### config.mk
export PLATFORM = sky130hd
export DESIGN_NAME = bcx_exec
export DESIGN_NICKNAME = d
export VERILOG_FILES = /design/src/rtl/bcx_pkg.sv /design/src/rtl/bcx_bank_addr.sv /design/src/rtl/bcx_exec.sv /design/src/rtl/bcx_phase_seq.sv
export SDC_FILE = /design/constraint.sdc
export NUM_CORES = 1
export LEC_CHECK = 0
export ABC_AREA = 1
export BUFFER_PORTS_ARGS = -buffer_cell sky130_fd_sc_hd__buf_2
export CAP_MARGIN = 5
export CORE_ASPECT_RATIO = 1.5
export CORE_MARGIN = 1
export CORE_UTILIZATION = 40
export CTS_BUF_LIST = sky130_fd_sc_hd__clkbuf_16
export CTS_CLUSTER_SIZE = 28
export DETAILED_ROUTE_END_ITERATION = 8
export GPL_TIMING_DRIVEN = 0
export REMOVE_ABC_BUFFERS = 1
export SYNTH_ARGS = -nofsm -noshare
export SYNTH_HDL_FRONTEND = slang
export SYNTH_SLANG_ARGS = --single-unit
### constraint.sdc
create_clock -name ref_clk -period 5.1 [get_ports ref_clk]
set_input_delay 1.02 -clock ref_clk [delete_from_list [all_inputs] [get_ports ref_clk]]
set_output_delay 1.02 -clock ref_clk [all_outputs]
set_load 0.01 [all_outputs]
### src/rtl/bcx_pkg.sv
package bcx_pkg;
  localparam int PC_W    = 21;
  localparam int DADDR_W = 12;
  localparam int APB_AW  = 12;

  // Opcode patterns, compared against the top bits of the instruction word; OPC_CALL2 is never compared
  localparam logic [7:0]  OPC_BRANCH_ZERO  = 8'hE0;
  localparam logic [6:0]  OPC_CALL         = 7'h76;
  localparam logic [3:0]  OPC_CALL2        = 4'hF;
  localparam logic [6:0]  OPC_CLEAR_FILE   = 7'h35;
  localparam logic [15:0] OPC_WDOG_RESTART = 16'h0004;
  localparam logic [5:0]  OPC_INVERT_FILE  = 6'h07;

  // Instruction field positions
  localparam int BIT_CALL_S = 8;
  localparam int BIT_ACC    = 8;
  localparam int BIT_DEST   = 9;

  // Status byte layout
  localparam int STAT_C  = 0;
  localparam int STAT_DC = 1;
  localparam int STAT_Z  = 2;
  localparam int STAT_OV = 3;
  localparam int STAT_N  = 4;

  // Access bank split and indexed window limit
  localparam logic [7:0] ACC_SPLIT = 8'h60;
  localparam logic [7:0] IDX_MAX   = 8'h5F;

  localparam logic [PC_W-1:0] PC_STEP  = 21'h000002;
  localparam logic [PC_W-1:0] RET_STEP = 21'h000002;
  localparam logic [PC_W-1:0] PC_RST   = 21'h000000;
  localparam logic [7:0]      BYTE_ZERO = 8'h00;

  // Register map, byte addresses
  localparam logic [APB_AW-1:0] REG_CTRL   = 12'h000;
  localparam logic [APB_AW-1:0] REG_STATUS = 12'h004;
  localparam logic [APB_AW-1:0] REG_WREG   = 12'h008;
  localparam logic [APB_AW-1:0] REG_BANK   = 12'h00C;
  localparam logic [APB_AW-1:0] REG_PC     = 12'h010;
  localparam logic [APB_AW-1:0] REG_STACK  = 12'h014;
  localparam logic [APB_AW-1:0] REG_SHADOW = 12'h018;

  localparam int CTRL_RUN     = 0;
  localparam int CTRL_XINST   = 1;
  localparam int STAT_TO_BIT  = 8;
  localparam int STAT_PWRDN_BIT = 9;

  typedef enum logic [3:0] {
    PH_Q1 = 4'b0001,
    PH_Q2 = 4'b0010,
    PH_Q3 = 4'b0100,
    PH_Q4 = 4'b1000
  } bcx_phase_t;

  typedef enum logic [1:0] {
    EX_RUN = 2'b01,
    EX_NOP = 2'b10
  } bcx_exec_t;
endpackage
### src/rtl/bcx_bank_addr.sv
`timescale 1ns/10ps
module bcx_bank_addr #(
  parameter int DADDR_W = bcx_pkg::DADDR_W
) (
  input  logic [7:0]         f,
  input  logic               acc,
  input  logic [DADDR_W-9:0] bank,
  input  logic               xinst,
  input  logic [DADDR_W-1:0] idx_base,
  output logic [DADDR_W-1:0] addr
);
  import bcx_pkg::*;

  if (DADDR_W < 9)
  begin : g_chk
    $error("bcx_bank_addr: DADDR_W must exceed 8");
  end

  always_comb
  begin
    if (acc)
      addr = {bank, f};
    else if (xinst && (f <= IDX_MAX))
      addr = idx_base + {{(DADDR_W-8){1'b0}}, f};
    else if (f < ACC_SPLIT)
      addr = {{(DADDR_W-8){1'b0}}, f};
    else
      addr = {{(DADDR_W-8){1'b1}}, f};
  end
endmodule // bcx_bank_addr

### src/rtl/bcx_exec.sv
// The APB interface to the registers and the register offsets were chosen for this implementation.
`timescale 1ns/10ps
module bcx_exec (
  input  logic                          ref_clk,
  input  logic                          rst_b,
  input  logic                          psel,
  input  logic                          penable,
  input  logic                          pwrite,
  input  logic [bcx_pkg::APB_AW-1:0]    paddr,
  input  logic [31:0]                   pwdata,
  output logic [31:0]                   prdata,
  output logic                          pready,
  output logic                          pslverr,
  output logic [bcx_pkg::PC_W-1:0]      prog_addr,
  input  logic [15:0]                   prog_rdata,
  output logic [bcx_pkg::DADDR_W-1:0]   dmem_addr,
  output logic                          dmem_re,
  input  logic [7:0]                    dmem_rdata,
  output logic                          dmem_we,
  output logic [7:0]                    dmem_wdata,
  input  logic [bcx_pkg::DADDR_W-1:0]   idx_base,
  output logic                          wdt_clear,
  output logic                          stack_push,
  output logic [bcx_pkg::PC_W-1:0]      return_stack_top
);
  import bcx_pkg::*;

  localparam int BANK_W = DADDR_W - 8;

  bcx_phase_t         phase;
  bcx_exec_t          ex_r;
  logic [15:0]        ir_r;
  logic [15:0]        dec_word;
  logic [PC_W-1:0]    pc_r;
  logic [PC_W-1:0]    boff;
  logic [PC_W-1:0]    call_tgt;
  logic [7:0]         klo_r;
  logic               br_take_r;
  logic [7:0]         wreg_r;
  logic [7:0]         status_r;
  logic [BANK_W-1:0]  bank_select_reg_r;
  logic [7:0]         working_shadow_r;
  logic [7:0]         flags_shadow_r;
  logic [BANK_W-1:0]  bank_select_shadow_r;
  logic               timeout_flag_n_r;
  logic               powerdown_flag_n_r;
  logic               run_r;
  logic               xinst_r;
  logic [7:0]         rd_r;
  logic [7:0]         res_c;
  logic [DADDR_W-1:0] fa;
  logic               ex_run;
  logic               q1_go;
  logic               halted;
  logic               is_branch;
  logic               is_call;
  logic               is_clear;
  logic               is_restart;
  logic               is_invert;
  logic               apb_hit;
  logic               apb_wr;
  logic [31:0]        rd_mux;

  bcx_phase_seq u_phase (
    .ref_clk (ref_clk),
    .rst_b   (rst_b),
    .run     (run_r),
    .phase   (phase)
  );

  // In Q1 the word is still on the fetch bus; later phases use the latched copy
  assign dec_word = (phase == PH_Q1) ? prog_rdata : ir_r;
  assign is_branch  = (dec_word[15:8] == OPC_BRANCH_ZERO);
  assign is_call    = (dec_word[15:9] == OPC_CALL);
  assign is_clear   = (dec_word[15:9] == OPC_CLEAR_FILE);
  assign is_restart = (dec_word == OPC_WDOG_RESTART);
  assign is_invert  = (dec_word[15:10] == OPC_INVERT_FILE);
  assign ex_run   = (ex_r == EX_RUN);
  assign q1_go    = (phase == PH_Q1) && run_r;
  assign halted   = (phase == PH_Q1) && !run_r;
  assign boff     = {{(PC_W-9){dec_word[7]}}, dec_word[7:0], 1'b0};
  // Second call word is not checked for its 1111 prefix; it is trusted as fetched
  assign call_tgt = {prog_rdata[11:0], klo_r, 1'b0};
  assign res_c    = is_invert ? ~rd_r : BYTE_ZERO;
  assign prog_addr = pc_r;

  bcx_bank_addr #(.DADDR_W(DADDR_W)) u_bank (
    .f        (dec_word[7:0]),
    .acc      (dec_word[BIT_ACC]),
    .bank     (bank_select_reg_r),
    .xinst    (xinst_r),
    .idx_base (idx_base),
    .addr     (fa)
  );

  // Program flow: PC, branch, call and stack
  always_ff @(posedge ref_clk)
  begin
    if (!rst_b)
    begin
      pc_r             <= PC_RST;
      ir_r             <= 16'h0000;
      ex_r             <= EX_RUN;
      klo_r            <= BYTE_ZERO;
      br_take_r        <= 1'b0;
      stack_push       <= 1'b0;
      return_stack_top <= PC_RST;
    end
    else
    begin
      stack_push <= 1'b0;
      if (apb_wr && (paddr == REG_PC) && halted)
        pc_r <= pwdata[PC_W-1:0];
      else
      begin
        case (phase)
          PH_Q1:
          begin
            if (run_r && ex_run)
            begin
              ir_r <= prog_rdata;
              pc_r <= pc_r + PC_STEP;
            end
          end
          PH_Q2:
          begin
            if (ex_run && is_call)
              klo_r <= ir_r[7:0];
          end
          PH_Q3:
          begin
            br_take_r <= ex_run && is_branch && status_r[STAT_Z];
            if (ex_run && is_call)
            begin
              return_stack_top <= pc_r + RET_STEP;
              stack_push       <= 1'b1;
            end
          end
          PH_Q4:
          begin
            if (ex_run && is_branch && br_take_r)
              pc_r <= pc_r + boff;
            else if (ex_run && is_call)
              pc_r <= call_tgt;
            if (ex_run && ((is_branch && br_take_r) || is_call))
              ex_r <= EX_NOP;
            else
              ex_r <= EX_RUN;
          end
          default: ex_r <= EX_RUN;
        endcase
      end
    end
  end

  // Data path: file access, working register, flags, shadows, watchdog
  always_ff @(posedge ref_clk)
  begin
    if (!rst_b)
    begin
      dmem_addr            <= '0;
      dmem_re              <= 1'b0;
      dmem_we              <= 1'b0;
      dmem_wdata           <= BYTE_ZERO;
      rd_r                 <= BYTE_ZERO;
      wreg_r               <= BYTE_ZERO;
      status_r             <= BYTE_ZERO;
      bank_select_reg_r    <= '0;
      working_shadow_r     <= BYTE_ZERO;
      flags_shadow_r       <= BYTE_ZERO;
      bank_select_shadow_r <= '0;
      timeout_flag_n_r     <= 1'b1;
      powerdown_flag_n_r   <= 1'b1;
      wdt_clear            <= 1'b0;
    end
    else
    begin
      wdt_clear <= 1'b0;
      // Software may only load core state while halted, so it never races the core
      if (apb_wr && halted)
      begin
        case (paddr)
          REG_STATUS:
          begin
            status_r           <= pwdata[7:0];
            timeout_flag_n_r   <= pwdata[STAT_TO_BIT];
            powerdown_flag_n_r <= pwdata[STAT_PWRDN_BIT];
          end
          REG_WREG: wreg_r            <= pwdata[7:0];
          REG_BANK: bank_select_reg_r <= pwdata[BANK_W-1:0];
          default:  ;
        endcase
      end
      case (phase)
        PH_Q1:
        begin
          if (q1_go && ex_run && (is_clear || is_invert))
          begin
            dmem_addr <= fa;
            dmem_re   <= 1'b1;
          end
        end
        PH_Q2:
        begin
          dmem_re <= 1'b0;
          rd_r    <= dmem_rdata;
        end
        PH_Q3:
        begin
          if (ex_run && (is_clear || (is_invert && ir_r[BIT_DEST])))
          begin
            dmem_we    <= 1'b1;
            dmem_wdata <= res_c;
          end
          if (ex_run && is_call && ir_r[BIT_CALL_S])
          begin
            working_shadow_r     <= wreg_r;
            flags_shadow_r       <= status_r;
            bank_select_shadow_r <= bank_select_reg_r;
          end
          if (ex_run && is_restart)
          begin
            wdt_clear          <= 1'b1;
            timeout_flag_n_r   <= 1'b1;
            powerdown_flag_n_r <= 1'b1;
          end
        end
        PH_Q4:
        begin
          dmem_we <= 1'b0;
          if (ex_run && is_clear)
            status_r[STAT_Z] <= 1'b1;
          if (ex_run && is_invert)
          begin
            status_r[STAT_N] <= res_c[7];
            status_r[STAT_Z] <= (res_c == BYTE_ZERO);
            if (!ir_r[BIT_DEST])
              wreg_r <= res_c;
          end
        end
        default: dmem_re <= 1'b0;
      endcase
    end
  end

  // APB slave: one wait state, read data and ready come from flops
  always_comb
  begin
    apb_hit = 1'b1;
    rd_mux  = 32'h00000000;
    case (paddr)
      REG_CTRL:   rd_mux = {30'h00000000, xinst_r, run_r};
      REG_STATUS: rd_mux = {22'h000000, powerdown_flag_n_r, timeout_flag_n_r, status_r};
      REG_WREG:   rd_mux = {24'h000000, wreg_r};
      REG_BANK:   rd_mux = {{(32-BANK_W){1'b0}}, bank_select_reg_r};
      REG_PC:     rd_mux = {{(32-PC_W){1'b0}}, pc_r};
      REG_STACK:  rd_mux = {{(32-PC_W){1'b0}}, return_stack_top};
      REG_SHADOW: rd_mux = {{(16-BANK_W){1'b0}}, bank_select_shadow_r, flags_shadow_r, working_shadow_r};
      default:    apb_hit = 1'b0;
    endcase
  end

  assign apb_wr = psel && penable && pready && pwrite && apb_hit;

  always_ff @(posedge ref_clk)
  begin
    if (!rst_b)
    begin
      prdata  <= 32'h00000000;
      pready  <= 1'b0;
      pslverr <= 1'b0;
      run_r   <= 1'b0;
      xinst_r <= 1'b0;
    end
    else
    begin
      pready  <= 1'b0;
      pslverr <= 1'b0;
      if (psel && penable && !pready)
      begin
        pready  <= 1'b1;
        pslverr <= !apb_hit;
        prdata  <= pwrite ? 32'h00000000 : rd_mux;
      end
      if (apb_wr && (paddr == REG_CTRL))
      begin
        run_r   <= pwdata[CTRL_RUN];
        xinst_r <= pwdata[CTRL_XINST];
      end
    end
  end
endmodule // bcx_exec

### src/rtl/bcx_phase_seq.sv
`timescale 1ns/10ps
module bcx_phase_seq (
  input  logic                ref_clk,
  input  logic                rst_b,
  input  logic                run,
  output bcx_pkg::bcx_phase_t phase
);
  import bcx_pkg::*;

  // A halt only takes hold at Q1, so a started cycle always completes
  always_ff @(posedge ref_clk)
  begin
    if (!rst_b)
      phase <= PH_Q1;
    else
    begin
      case (phase)
        PH_Q1:   phase <= run ? PH_Q2 : PH_Q1;
        PH_Q2:   phase <= PH_Q3;
        PH_Q3:   phase <= PH_Q4;
        PH_Q4:   phase <= PH_Q1;
        default: phase <= PH_Q1;
      endcase
    end
  end
endmodule // bcx_phase_seq

After elaboration in Yosys (flattened, before gate mapping)
Cells that the tools add are included.
{"block": "word_totals", "out_inout_bits": 100, "regBits": 183, "input_bits": 85}
{"block": "op_classes", "n_eq_ne": 20, "order_cmp": 2, "bitwise": 6, "n_mux": 44, "n_addsub": 3, "reduce_logical": 56}
{"cell": "$pmux W21 S7", "n": 1}
{"cell": "$mux W21", "n": 4}
{"cell": "$mux W8", "n": 6}
{"cell": "$pmux W21 S2", "n": 1}
{"cell": "$eq A12 B5 Y1 const B", "n": 3}
{"cell": "$mux W12", "n": 3}
{"cell": "$mux W32", "n": 1}
{"cell": "$logic_and A1 B1 Y1", "n": 27}
{"cell": "$eq A12 B4 Y1 const B", "n": 2}
{"cell": "$reduce_and A2 Y1", "n": 11}
{"cell": "$add A21 B2 Y21 const B", "n": 1}
{"cell": "$add A21 B21 Y21", "n": 1}
{"cell": "$mux W1", "n": 19}
{"cell": "$eq A16 B3 Y1 const B", "n": 1}
{"cell": "$mux W16", "n": 1}
{"cell": "$add A12 B8 Y12", "n": 1}
{"cell": "$eq A12 B3 Y1 const B", "n": 1}
{"cell": "$logic_not A12 Y1", "n": 1}
{"cell": "$pmux W4 S3", "n": 1}
{"cell": "$reduce_and A3 Y1", "n": 4}
{"cell": "$mux W5", "n": 2}
{"cell": "$eq A8 B8 Y1 const B", "n": 1}
{"cell": "$le A8 B7 Y1 const B", "n": 1}
{"cell": "$logic_not A8 Y1", "n": 1}
{"cell": "other kinds (25)", "n": 36}

Longest topological paths before layout
Gate-level depths: netlist of run 1.
{"block": "depth", "depth_word": 9, "ltp_mapped": 25, "mapped_depth_nobuf": 24}

Cells and area by module
Synthesis of run 1 repeated with hierarchy kept, for this count alone.
{"block": "unflattened", "hier_cells": 1619, "area_unflattened_um2": 10458.8}
{"mod": "bcx_exec", "n_inst": 1, "seq_area_each_um2": 3363.2, "cells_per_inst": 1470, "area_per_inst_um2": 9601.7}
{"mod": "bcx_bank_addr", "n_inst": 1, "seq_area_each_um2": 0.0, "cells_per_inst": 125, "area_per_inst_um2": 693.2}
{"mod": "bcx_phase_seq", "n_inst": 1, "seq_area_each_um2": 80.1, "cells_per_inst": 24, "area_per_inst_um2": 163.9}

Least setup slack after synthesis of run 1
No wires, ideal clock.
{"block": "synth_path", "path_type": "input to register", "from": "input port prog_rdata[1]", "to": "register dmem_addr[8] in the netlist's numbering", "stages": 14, "setup_slack_ps": 2135, "setup_time_ps": 58, "t_arrival_ps": 2907, "cell_sequence": "inv_1 > o21ai_0 > inv_1 > fa_1 > inv_1 > nand3_1 > nor2_1 > nor2_1 > o21ai_0 > nand2_1 > nand2_1 > o21ai_0 > a21oi_1 > o21a_1"}
{"block": "synth_via", "elab_chain_cells": 5, "word_cells_on_any_way": 8, "classes_between": "add/sub: 1; order compare: 2; mux: 4; reduce/logical: 1"}
{"item": "start, declared", "line_no": "bcx_exec.sv:15", "text": "input logic [15:0] prog_rdata,"}
{"item": "$mux W16 *", "line_no": "bcx_exec.sv:72", "text": "assign dec_word = (phase == PH_Q1) ? prog_rdata : ir_r;"}
{"item": "$lt A8 B7 Y1 or $le A8 B7 Y1 (tied branches)", "line_no": "bcx_bank_addr.sv:25, bcx_bank_addr.sv:23"}
{"item": "$mux W12 or $logic_and A1 B1 Y1 (tied branches)", "line_no": "bcx_bank_addr.sv:25, bcx_bank_addr.sv:23"}
{"item": "$mux W12 *", "line_no": "bcx_bank_addr.sv:23", "text": "else if (xinst && (f <= IDX_MAX))"}
{"item": "$mux W12 *", "line_no": "bcx_bank_addr.sv:21", "text": "if (acc)"}
{"item": "end signal, assigned", "line_no": "bcx_exec.sv:161", "text": "dmem_addr <= '0;"}
{"item": "end signal, assigned", "line_no": "bcx_exec.sv:199", "text": "dmem_addr <= fa;"}
{"item": "end, declared", "line_no": "bcx_exec.sv:16", "text": "output logic [bcx_pkg::DADDR_W-1:0] dmem_addr,"}
Every way passes the cells marked *; elsewhere a longest branch is shown, timed or not.
A chain may end at the register's enable or synchronous reset.

Worst setup path after layout of run 1
{"block": "layout_path", "from": "register u_phase.phase[0]", "to": "register pc_r[12] (netlist: prog_addr[12])"}
{"block": "layout_via", "elab_chain_cells": 8, "word_cells_on_any_way": 18, "classes_between": "add/sub: 1; eq/ne: 6; mux: 4; reduce/logical: 7"}
{"item": "start, declared", "line_no": "bcx_phase_seq.sv:6", "text": "output bcx_pkg::bcx_phase_t phase"}
{"item": "start signal, assigned", "line_no": "bcx_phase_seq.sv:18", "text": "PH_Q1: phase <= run ? PH_Q2 : PH_Q1;"}
{"item": "branches (longest 8 deep; another with $add A21 B21 Y21)"}
{"item": "end signal, assigned", "line_no": "bcx_exec.sv:113", "text": "pc_r <= pwdata[PC_W-1:0];"}
{"item": "end signal, assigned", "line_no": "bcx_exec.sv:142", "text": "pc_r <= pc_r + boff;"}
{"item": "end signal, assigned", "line_no": "bcx_exec.sv:144", "text": "pc_r <= call_tgt;"}
{"item": "end, declared", "line_no": "bcx_exec.sv:34", "text": "logic [PC_W-1:0] pc_r;"}
Parallel ways; which one is timed is not known.

==> results.cfg, run 1 <==
[power_and_ir_drop]
ir_drop_mv = 0.221
powerDensity_mw_per_mm2 = 231
p_leak_nw = 5.41

[synth]
synth_area_mm2 = 0.0106
synth.distinct_cells = 53
postSynthCellCount = 1636
syn_area_per_cell_um2 = 6.47
ys_warn_count = 0
synthFlopType = dfxtp_1
async_flop_share_pct = 0
synth_edf_count = 0
ys_seq_elements = 172
seq_area_frac_synth_pct = 32.5

[clock_network]
post_cts_buffers = 0
cts.sinks = 172
cts_tree = done
insertion_delay_ns = 0.44
clockBufferDepth = 2
ctsResizeCount = 0
htreeDepth = 4
numCtsBuffers = 17
clk_pin_slew_ns = 0.07
ctsHoldBuffers = 0
cts_root_buffer = clkbuf_16

[global_routing]
grt_overflow = 0
antenna_found_initial = 1
grt_pass1_wl_um = 54500
grt_use_total_pct = 26.2
first_global_vias = 10175
grt_max_degree = 98

[timing]
timing.setup.tns_ns = 0
final.setup.worst_slack_ns = 1.35
setup_viol = 0
finalCriticalPeriod_ns = 3.75
hold_viol_final = 0
clock.fmax_mhz = 266
relSlewSlack_pct = 13.5
hold_ws_ns = 0.444
skew_ns = 0.00966
rsz0062_at_grt = false
fin_crit_sh_pct = 73.6
drv_slew = 0
max_slew.worst_pin.slew_ns = 1.29

[layout]
drive_gt1_share_pct = 14.6
finalNetCount = 1877
synthToLayoutAreaGrowth_pct = 14.1
nFillCells = 2763
antenna_cells = 0

[worst_hold_path]
hp-class = flip-flop to flip-flop

[routing]
first_pass_iters = 5
initialDrtViolationCount = 780
wl_um = 35100
wl_per_cell_um = 16.7
via_count = 10933
ant_nets = 0
post_drt_via_cell_ratio = 5.19
drc = 0

[setup_path]
critPathCaptureType = flip-flop
path_max_fanout = 27
worst-setup-path-type = flip-flop to flip-flop
worstPathArrival_ns = 4.12
worstPathRequired_ns = 5.47
cp-start-kind = flip-flop
regToRegSetupSlack_ns = 1.35

[place]
dp_hpwl_um = 27200
place_ws_ns = 1.28
io_buffers = 162
place.gp.congestion = 0.932

[die]
die-height_um = 201
io_pins = 185
die_w_um = 135
coreArea_mm2 = 0.0259
rows = 72
dieArea_mm2 = 0.0271
initial_core_util_pct = 40.9

[flow_run]
maxCapViolCount = 0

[run_status]
status = finished clean
-- per-layer routing --
layer  global-route usage, %  wire, µm  vias up
li1                        -         -     5540
met1                    31.1     14500     4985
met2                    45.5     17200      330
met3                    3.63      1690       76
met4                    13.4      1730        2
met5                       0        11        -
-- logic make-up (layout without fill, tap and decap cells) --
group           count (synthesis)  in the layout  share of synthesized area [%]
other cells                     1             11                         0.0354
xor+xnor                       26             26                           2.15
simple gates                  732            732                           30.5
flops                         172            172                           32.5
fa+ha+maj                      31             31                           3.81
buf+inv                       292            420                           11.4
compound gates                382            382                           19.6
-- worst paths after layout --
path               startpoint            end  depth (start not counted)
max          u_phase.phase[0]  prog_addr[12]                         20
min reg2reg          ir_r[14]       ir_r[14]                          2
max reg2reg  u_phase.phase[0]  prog_addr[12]                         20
min                  ir_r[14]       ir_r[14]                          2
-- cell usage in the layout (no fill, tap or decap), drive strengths merged, types with 2 or more instances in the layout --
master and count:
o221ai 6, clkinvlp 3, conb 11, nor3 28, o21a 3, o22ai 22, fa 2, o21ai 154
dfxtp 172, xor2 18, nor2 150, clkinv 9, a31oi 4, o211ai 4, o31ai 2, inv 225
buf 165, nor3b 2, nor4 2, nand4 15, a211oi 2, or2 12, xnor2 8, clkbuf 17
a21oi 176, ha 29, o21bai 5, nand2 422, nand3b 11, nand3 87
-- synthesized netlist by cell type (5+ instances only) --
cell	number	area share (%)
nand2_2	6	0.35
o22ai_1	22	1.3
nor2_1	137	4.9
nor2_4	5	0.53
a21oi_1	166	7.8
nor2_2	8	0.47
inv_1	211	7.5
or2_2	11	0.65
xnor2_1	8	0.66
buf_2	11	0.52
nor3_1	28	1.3
inv_2	9	0.32
o21ai_1	11	0.52
nand3_1	78	3.7
buf_6	5	0.53
nand3b_1	11	0.78
buf_4	15	1.1
o221ai_1	6	0.50
o21bai_1	5	0.35
dfxtp_1	172	33
nand2_1	413	15
xor2_1	18	1.5
a21oi_2	10	0.83
nand3_2	6	0.57
clkbuf_1	38	1.3
nand4_1	13	0.77
ha_1	29	3.4
o21ai_0	140	6.6
-- per-stage QoR --
stage / power [mW] / utilization [%] / cells / area, µm²
4_1_cts: 2.80 / 46.7 / 2107 / 12100
6_report: 2.79 / 46.7 / 2107 / 12100
3_3_place_gp: 1.59 / 44.4 / 2072 / 11500
5_1_grt: 2.90 / 46.7 / 2107 / 12100
2_1_floorplan: 1.50 / - / 1577 / 10300
3_5_place_dp: 1.59 / 44.6 / 2075 / 11500
-- report_power, final --
| part | switching, mW | internal (mW) | total [mW] |
|---|---|---|---|
| Clock | 0.564 | 0.662 | 1.23 |
| Combinational | 0.145 | 0.0726 | 0.218 |
| Sequential | 0.000238 | 1.34 | 1.34 |
| Total | 0.710 | 2.08 | 2.79 |
-- critical path: stages, from the launching register on --
cell and delay [ns]:
dfxtp_1 0.35, inv_2 0.06, nor2_4 0.29, nand2_4 0.29, o21ai_0 0.94, ha_1 0.41
nand3_1 0.08, nand3_1 0.17, nand2_1 0.10, nand2_1 0.14, nand2_1 0.09, nand2_1 0.06
nand2_1 0.05, inv_1 0.03, o21ai_0 0.15, nand2_1 0.13, nand2_1 0.11, nand2_1 0.05
nand2_1 0.05, nand2_1 0.05, nor2_1 0.07
-- area by class of cell --
cell class	count	area (µm²)	share of cell area, %
clock buffer	17	425	3.52
multi-input combinational	1182	5970	49.5
clock inverter	15	109	0.901
timing repair buffer	165	871	7.21
tap	333	417	3.45
inverter	223	838	6.94
sequential	172	3440	28.5
-- flip-flops by register name (all words and copies together), names as in the netlist, 12 cells and up --
| register | flops |
|---|---|
| dmem_addr | 12 |
| ir_r | 16 |
| prdata | 21 |
| prog_addr | 21 |
| return_stack_top | 21 |
Note: power is estimated with default switching activity, not from simulation.
==> inputs of run 2 (changes only) <==
clock period = 3.9 ns   (was 5.1 ns; I/O delays follow)
==> run 2 against run 1 <==
Maximum frequency increased by 3.4%; first-iteration DRC count increased by 0.13%; die area unchanged.
==> results.cfg, run 2 (synthesis gave the netlist of run 1 again) <==
[run_status]
status = finished clean

[timing]
setup_viol = 0
drv_slew = 0
clock.fmax_mhz = 276
finalCriticalPeriod_ns = 3.63
rsz0062_at_grt = false
final.setup.worst_slack_ns = 0.271
skew_ns = 0.0110
max_slew.worst_pin.slew_ns = 1.33
relSlewSlack_pct = 11.2
hold_viol_final = 0
timing.setup.tns_ns = 0
hold_ws_ns = 0.444
fin_crit_sh_pct = 93.0

[clock_network]
ctsResizeCount = 0
numCtsBuffers = 17
clockBufferDepth = 2
clk_pin_slew_ns = 0.07
htreeDepth = 4
post_cts_buffers = 0
cts_root_buffer = clkbuf_16
ctsHoldBuffers = 0
insertion_delay_ns = 0.45
cts_tree = done
cts.sinks = 172

[routing]
wl_met1_um = 14500
post_drt_via_cell_ratio = 5.19
dr.max_layer_used = met5
initialDrtViolationCount = 781
met3_length_um = 1700
ant_nets = 0
via_count = 10943
wl_met2_um = 17300
wl_per_cell_um = 16.7
wl_um = 35200
first_pass_iters = 6
drc = 0

[power_and_ir_drop]
swShare_pct = 25.5
ir_drop_mv = 0.295
p_leak_nw = 5.40
p_int_mw = 2.72
p_comb_share_pct = 7.8
switchingPower_mw = 0.932
clockPowerShare_pct = 44.0
seqPwrFrac_pct = 48.2
power_mw = 3.65
powerDensity_mw_per_mm2 = 302

[layout]
synthToLayoutAreaGrowth_pct = 14.2
final_util_pct = 46.7
drive_gt1_share_pct = 14.7
final_cells = 2107
final_common_cell = nand2_1
antenna_cells = 0
stdcell_area_mm2 = 0.0121
finalNetCount = 1877
layout_common_cells = 412 x nand2_1, 213 x inv_1, 172 x dfxtp_1

[place]
placed_area_mm2 = 0.0115
dp_hpwl_um = 27200
place.gp.congestion = 0.932
io_buffers = 162
place_inst = 2075
place_ws_ns = 0.205

[die]
coreArea_mm2 = 0.0259
initial_core_util_pct = 40.9
die-height_um = 201
io_pins = 185
rows = 72
dieArea_mm2 = 0.0271
die_w_um = 135

[setup_path]
worst-setup-path-type = flip-flop to flip-flop
path_max_fanout = 27
cp-start-kind = flip-flop
worstPathArrival_ns = 3.91
worstPathRequired_ns = 4.18
critPathCaptureType = flip-flop
ff2ff_path_depth = 19

[global_routing]
antenna_found_initial = 1
grt_pass1_wl_um = 54500
grt_use_total_pct = 26.2
grt_overflow = 0
grt_max_degree = 98
first_global_vias = 10175

[worst_hold_path]
hp-class = flip-flop to flip-flop
hold_depth = 2

[flow_run]
maxCapViolCount = 0
run 2: cell types whose count changed in the layout (fill, tap and decap cells not counted):
cell        previous run  this run
o21ai_0              140       138
o21ai_1               11        13
clkinvlp_4             3         4
inv_1                214       213
nand2_1              413       412
nand2_2                6         7
run 2: path summary, 6_finish.rpt:
kind	from	endpoint	slack, ns
hold reg to reg	ir_r[14]	ir_r[14]	0.44
hold / removal	ir_r[14]	ir_r[14]	0.44
setup / recovery	u_phase.phase[0]	prog_addr[17]	0.27
setup reg to reg	u_phase.phase[0]	prog_addr[17]	0.27
run 2: power groups by stage:
stage | combinational [mW] | clock (mW) | sequential [mW]
after CTS | 0.285 | 1.62 | 1.76
final | 0.286 | 1.61 | 1.76
after global placement | 0.281 | 0 | 1.80
after floorplan | 0.164 | 0 | 1.80
after detailed placement | 0.284 | 0 | 1.80
after global routing | 0.321 | 1.71 | 1.76
run 2: cell type report:
cell class | count | area (µm²)
Fill cell | 2765 | 13800
Multi-Input combinational cell | 1182 | 5980
Sequential cell | 172 | 3440
Timing Repair Buffer | 165 | 871
Inverter | 223 | 842
Clock buffer | 17 | 425
Tap cell | 333 | 417
Clock inverter | 15 | 109
run 2: routing by layer:
metal,vias up,track usage [%]
met5,-,0
met4,2,13.4
met3,74,3.63
met2,336,45.5
met1,4984,31.1
li1,5547,-
run 2: critical path, cell delays in order, from the launching register on:
cell     delay (ns)
dfxtp_1        0.35
inv_2          0.06
nor2_4         0.29
nand2_4        0.29
o21ai_0        0.65
ha_1           0.37
fa_1           0.28
nand3_1        0.09
nand3_1        0.14
nand2_1        0.08
nand2_1        0.15
nand4_1        0.14
nand2_1        0.09
nand2_1        0.05
nand3_1        0.08
nand2_1        0.07
nand2_1        0.11
nand2_1        0.05
nand2_1        0.05
a21oi_1        0.06
==> inputs of run 3 (changes only) <==
BUFFER_PORTS_ARGS = -buffer_cell sky130_fd_sc_hd__buf_4   (was -buffer_cell sky130_fd_sc_hd__buf_2)
==> run 3 against run 2 <==
Clock-buffer cell count did not move; die area did not move; combinational power is 7% higher; cell count about the same; routed wire length increased by 0.90%; setup slack better by 0.0012 ns; sequential share of layout area decreased by 1.1 points; critical path depth unchanged; register-to-register slack about the same; sequential power about the same.
==> results.cfg, run 3 (synthesis gave the netlist of run 1 again) <==
[global_routing]
antenna_found_initial = 0
grt_pass1_wl_um = 54800
grt_overflow = 0
grt_use_total_pct = 26.3
first_global_vias = 10230
grt_max_degree = 116

[setup_path]
worst-setup-path-type = flip-flop to flip-flop
cp-start-kind = flip-flop
regToRegSetupSlack_ns = 0.27
worstPathRequired_ns = 4.17
worstPathArrival_ns = 3.90
critPathCaptureType = flip-flop
path_max_fanout = 27

[routing]
wl_um = 35500
via_count = 11003
wl_per_cell_um = 16.9
first_pass_iters = 5
ant_nets = 0
drc = 0
initialDrtViolationCount = 845
post_drt_via_cell_ratio = 5.22

[timing]
rsz0062_at_grt = false
fin_crit_sh_pct = 93.0
timing.setup.tns_ns = 0
drv_slew = 0
clock.fmax_mhz = 276
max_slew.worst_pin.slew_ns = 1.34
final.setup.worst_slack_ns = 0.272
relSlewSlack_pct = 10.7
finalCriticalPeriod_ns = 3.63
skew_ns = 0.0169
hold_viol_final = 0
setup_viol = 0

[layout]
register_area_mm2 = 0.00344
multi_input_area_mm2 = 0.00598
final_util_pct = 48.6
drive_gt1_share_pct = 14.9
synthToLayoutAreaGrowth_pct = 18.7
antenna_cells = 0
layout_common_cells = 412 x nand2_1, 212 x inv_1, 172 x dfxtp_1
nFillCells = 2722
finalNetCount = 1876
final_common_cell = nand2_1

[flow_run]
maxCapViolCount = 0

[place]
dp_hpwl_um = 27200
io_buffers = 162
place.gp.congestion = 0.921
place_ws_ns = 0.246

[worst_hold_path]
hp-class = flip-flop to flip-flop

[die]
initial_core_util_pct = 40.9
die_w_um = 135
io_pins = 185
rows = 72
coreArea_mm2 = 0.0259
dieArea_mm2 = 0.0271
die-height_um = 201

[clock_network]
numCtsBuffers = 17
cts.sinks = 172
clockBufferDepth = 2
htreeDepth = 4
post_cts_buffers = 0
cts_tree = done
insertion_delay_ns = 0.45
cts_root_buffer = clkbuf_16
clk_pin_slew_ns = 0.07

[power_and_ir_drop]
p_leak_nw = 5.49
ir_drop_mv = 0.313
powerDensity_mw_per_mm2 = 316

[run_status]
status = finished clean
==> run 3: changes by cell type in the layout (fill, tap and decap cells not counted), moves of 2 or more <==
cell	before	now
clkinvlp_4	4	2
buf_2	161	0
buf_4	1	162
inv_6	1	4
bufinv_16	1	5
clkinv_1	6	3
==> run 3: timing repair <==
action / in CTS / in global routing
hold buffers: 0 / 0
gates resized for setup: 0 / 4
endpoints found under the setup margin: 0 / 10
==> run 3: report_power, final <==
group / internal, mW / switching [mW] / total, mW / leakage, nW
clock network: 1.14 / 0.766 / 1.90 / 0.319
registers: 1.76 / 0.000356 / 1.76 / 1.38
logic: 0.114 / 0.191 / 0.305 / 3.79
==> run 3: metrics by stage <==
step	total power [mW]	area (µm²)	hold slack (ns)	instances
4_1_cts	3.98	12500	0.449	2105
3_5_place_dp	2.10	11900	0.438	2073
6_report	3.97	12600	0.447	2106
5_1_grt	4.10	12600	0.467	2106
2_1_floorplan	1.96	10300	0.420	1577
3_3_place_gp	2.10	11900	0.434	2072
==> run 3: critical path, stage by stage, from the launching register on <==
cell	delay [ns]
dfxtp_1	0.34
inv_2	0.05
nor2_4	0.29
nand2_4	0.30
o21ai_0	0.65
ha_1	0.37
fa_1	0.29
nand3_1	0.09
nand3_1	0.14
nand2_1	0.07
nand2_1	0.15
nand4_1	0.14
nand2_1	0.08
nand2_1	0.05
nand3_1	0.08
nand2_1	0.07
nand2_1	0.10
nand2_1	0.05
nand2_1	0.05
a21oi_1	0.05
==> run 3: cell type report <==
type / count / share of cell area (%)
multi-input cells: 1182 / 47.6
repair buffers: 164 / 9.89
clock buffers: 17 / 3.39
inverters: 223 / 6.70
clock inverters: 15 / 1.73
well taps: 333 / 3.32
flip-flops and latches: 172 / 27.4
==> run 3: worst paths after layout <==
path                         to             start  cells after the start
setup / recovery  prog_addr[17]  u_phase.phase[0]                     19
hold / removal         ir_r[14]          ir_r[14]                      2
setup reg to reg  prog_addr[17]  u_phase.phase[0]                     19
hold reg to reg        ir_r[14]          ir_r[14]                      2
==> run 3: layer usage <==
| metal | part of all wire, % | wire, µm | track usage, % |
|---|---|---|---|
| met5 | 0 | 0 | 0 |
| met3 | 5.1 | 1810 | 3.65 |
| met2 | 49 | 17500 | 45.4 |
| met4 | 4.4 | 1570 | 12.7 |
| met1 | 41 | 14600 | 31.5 |
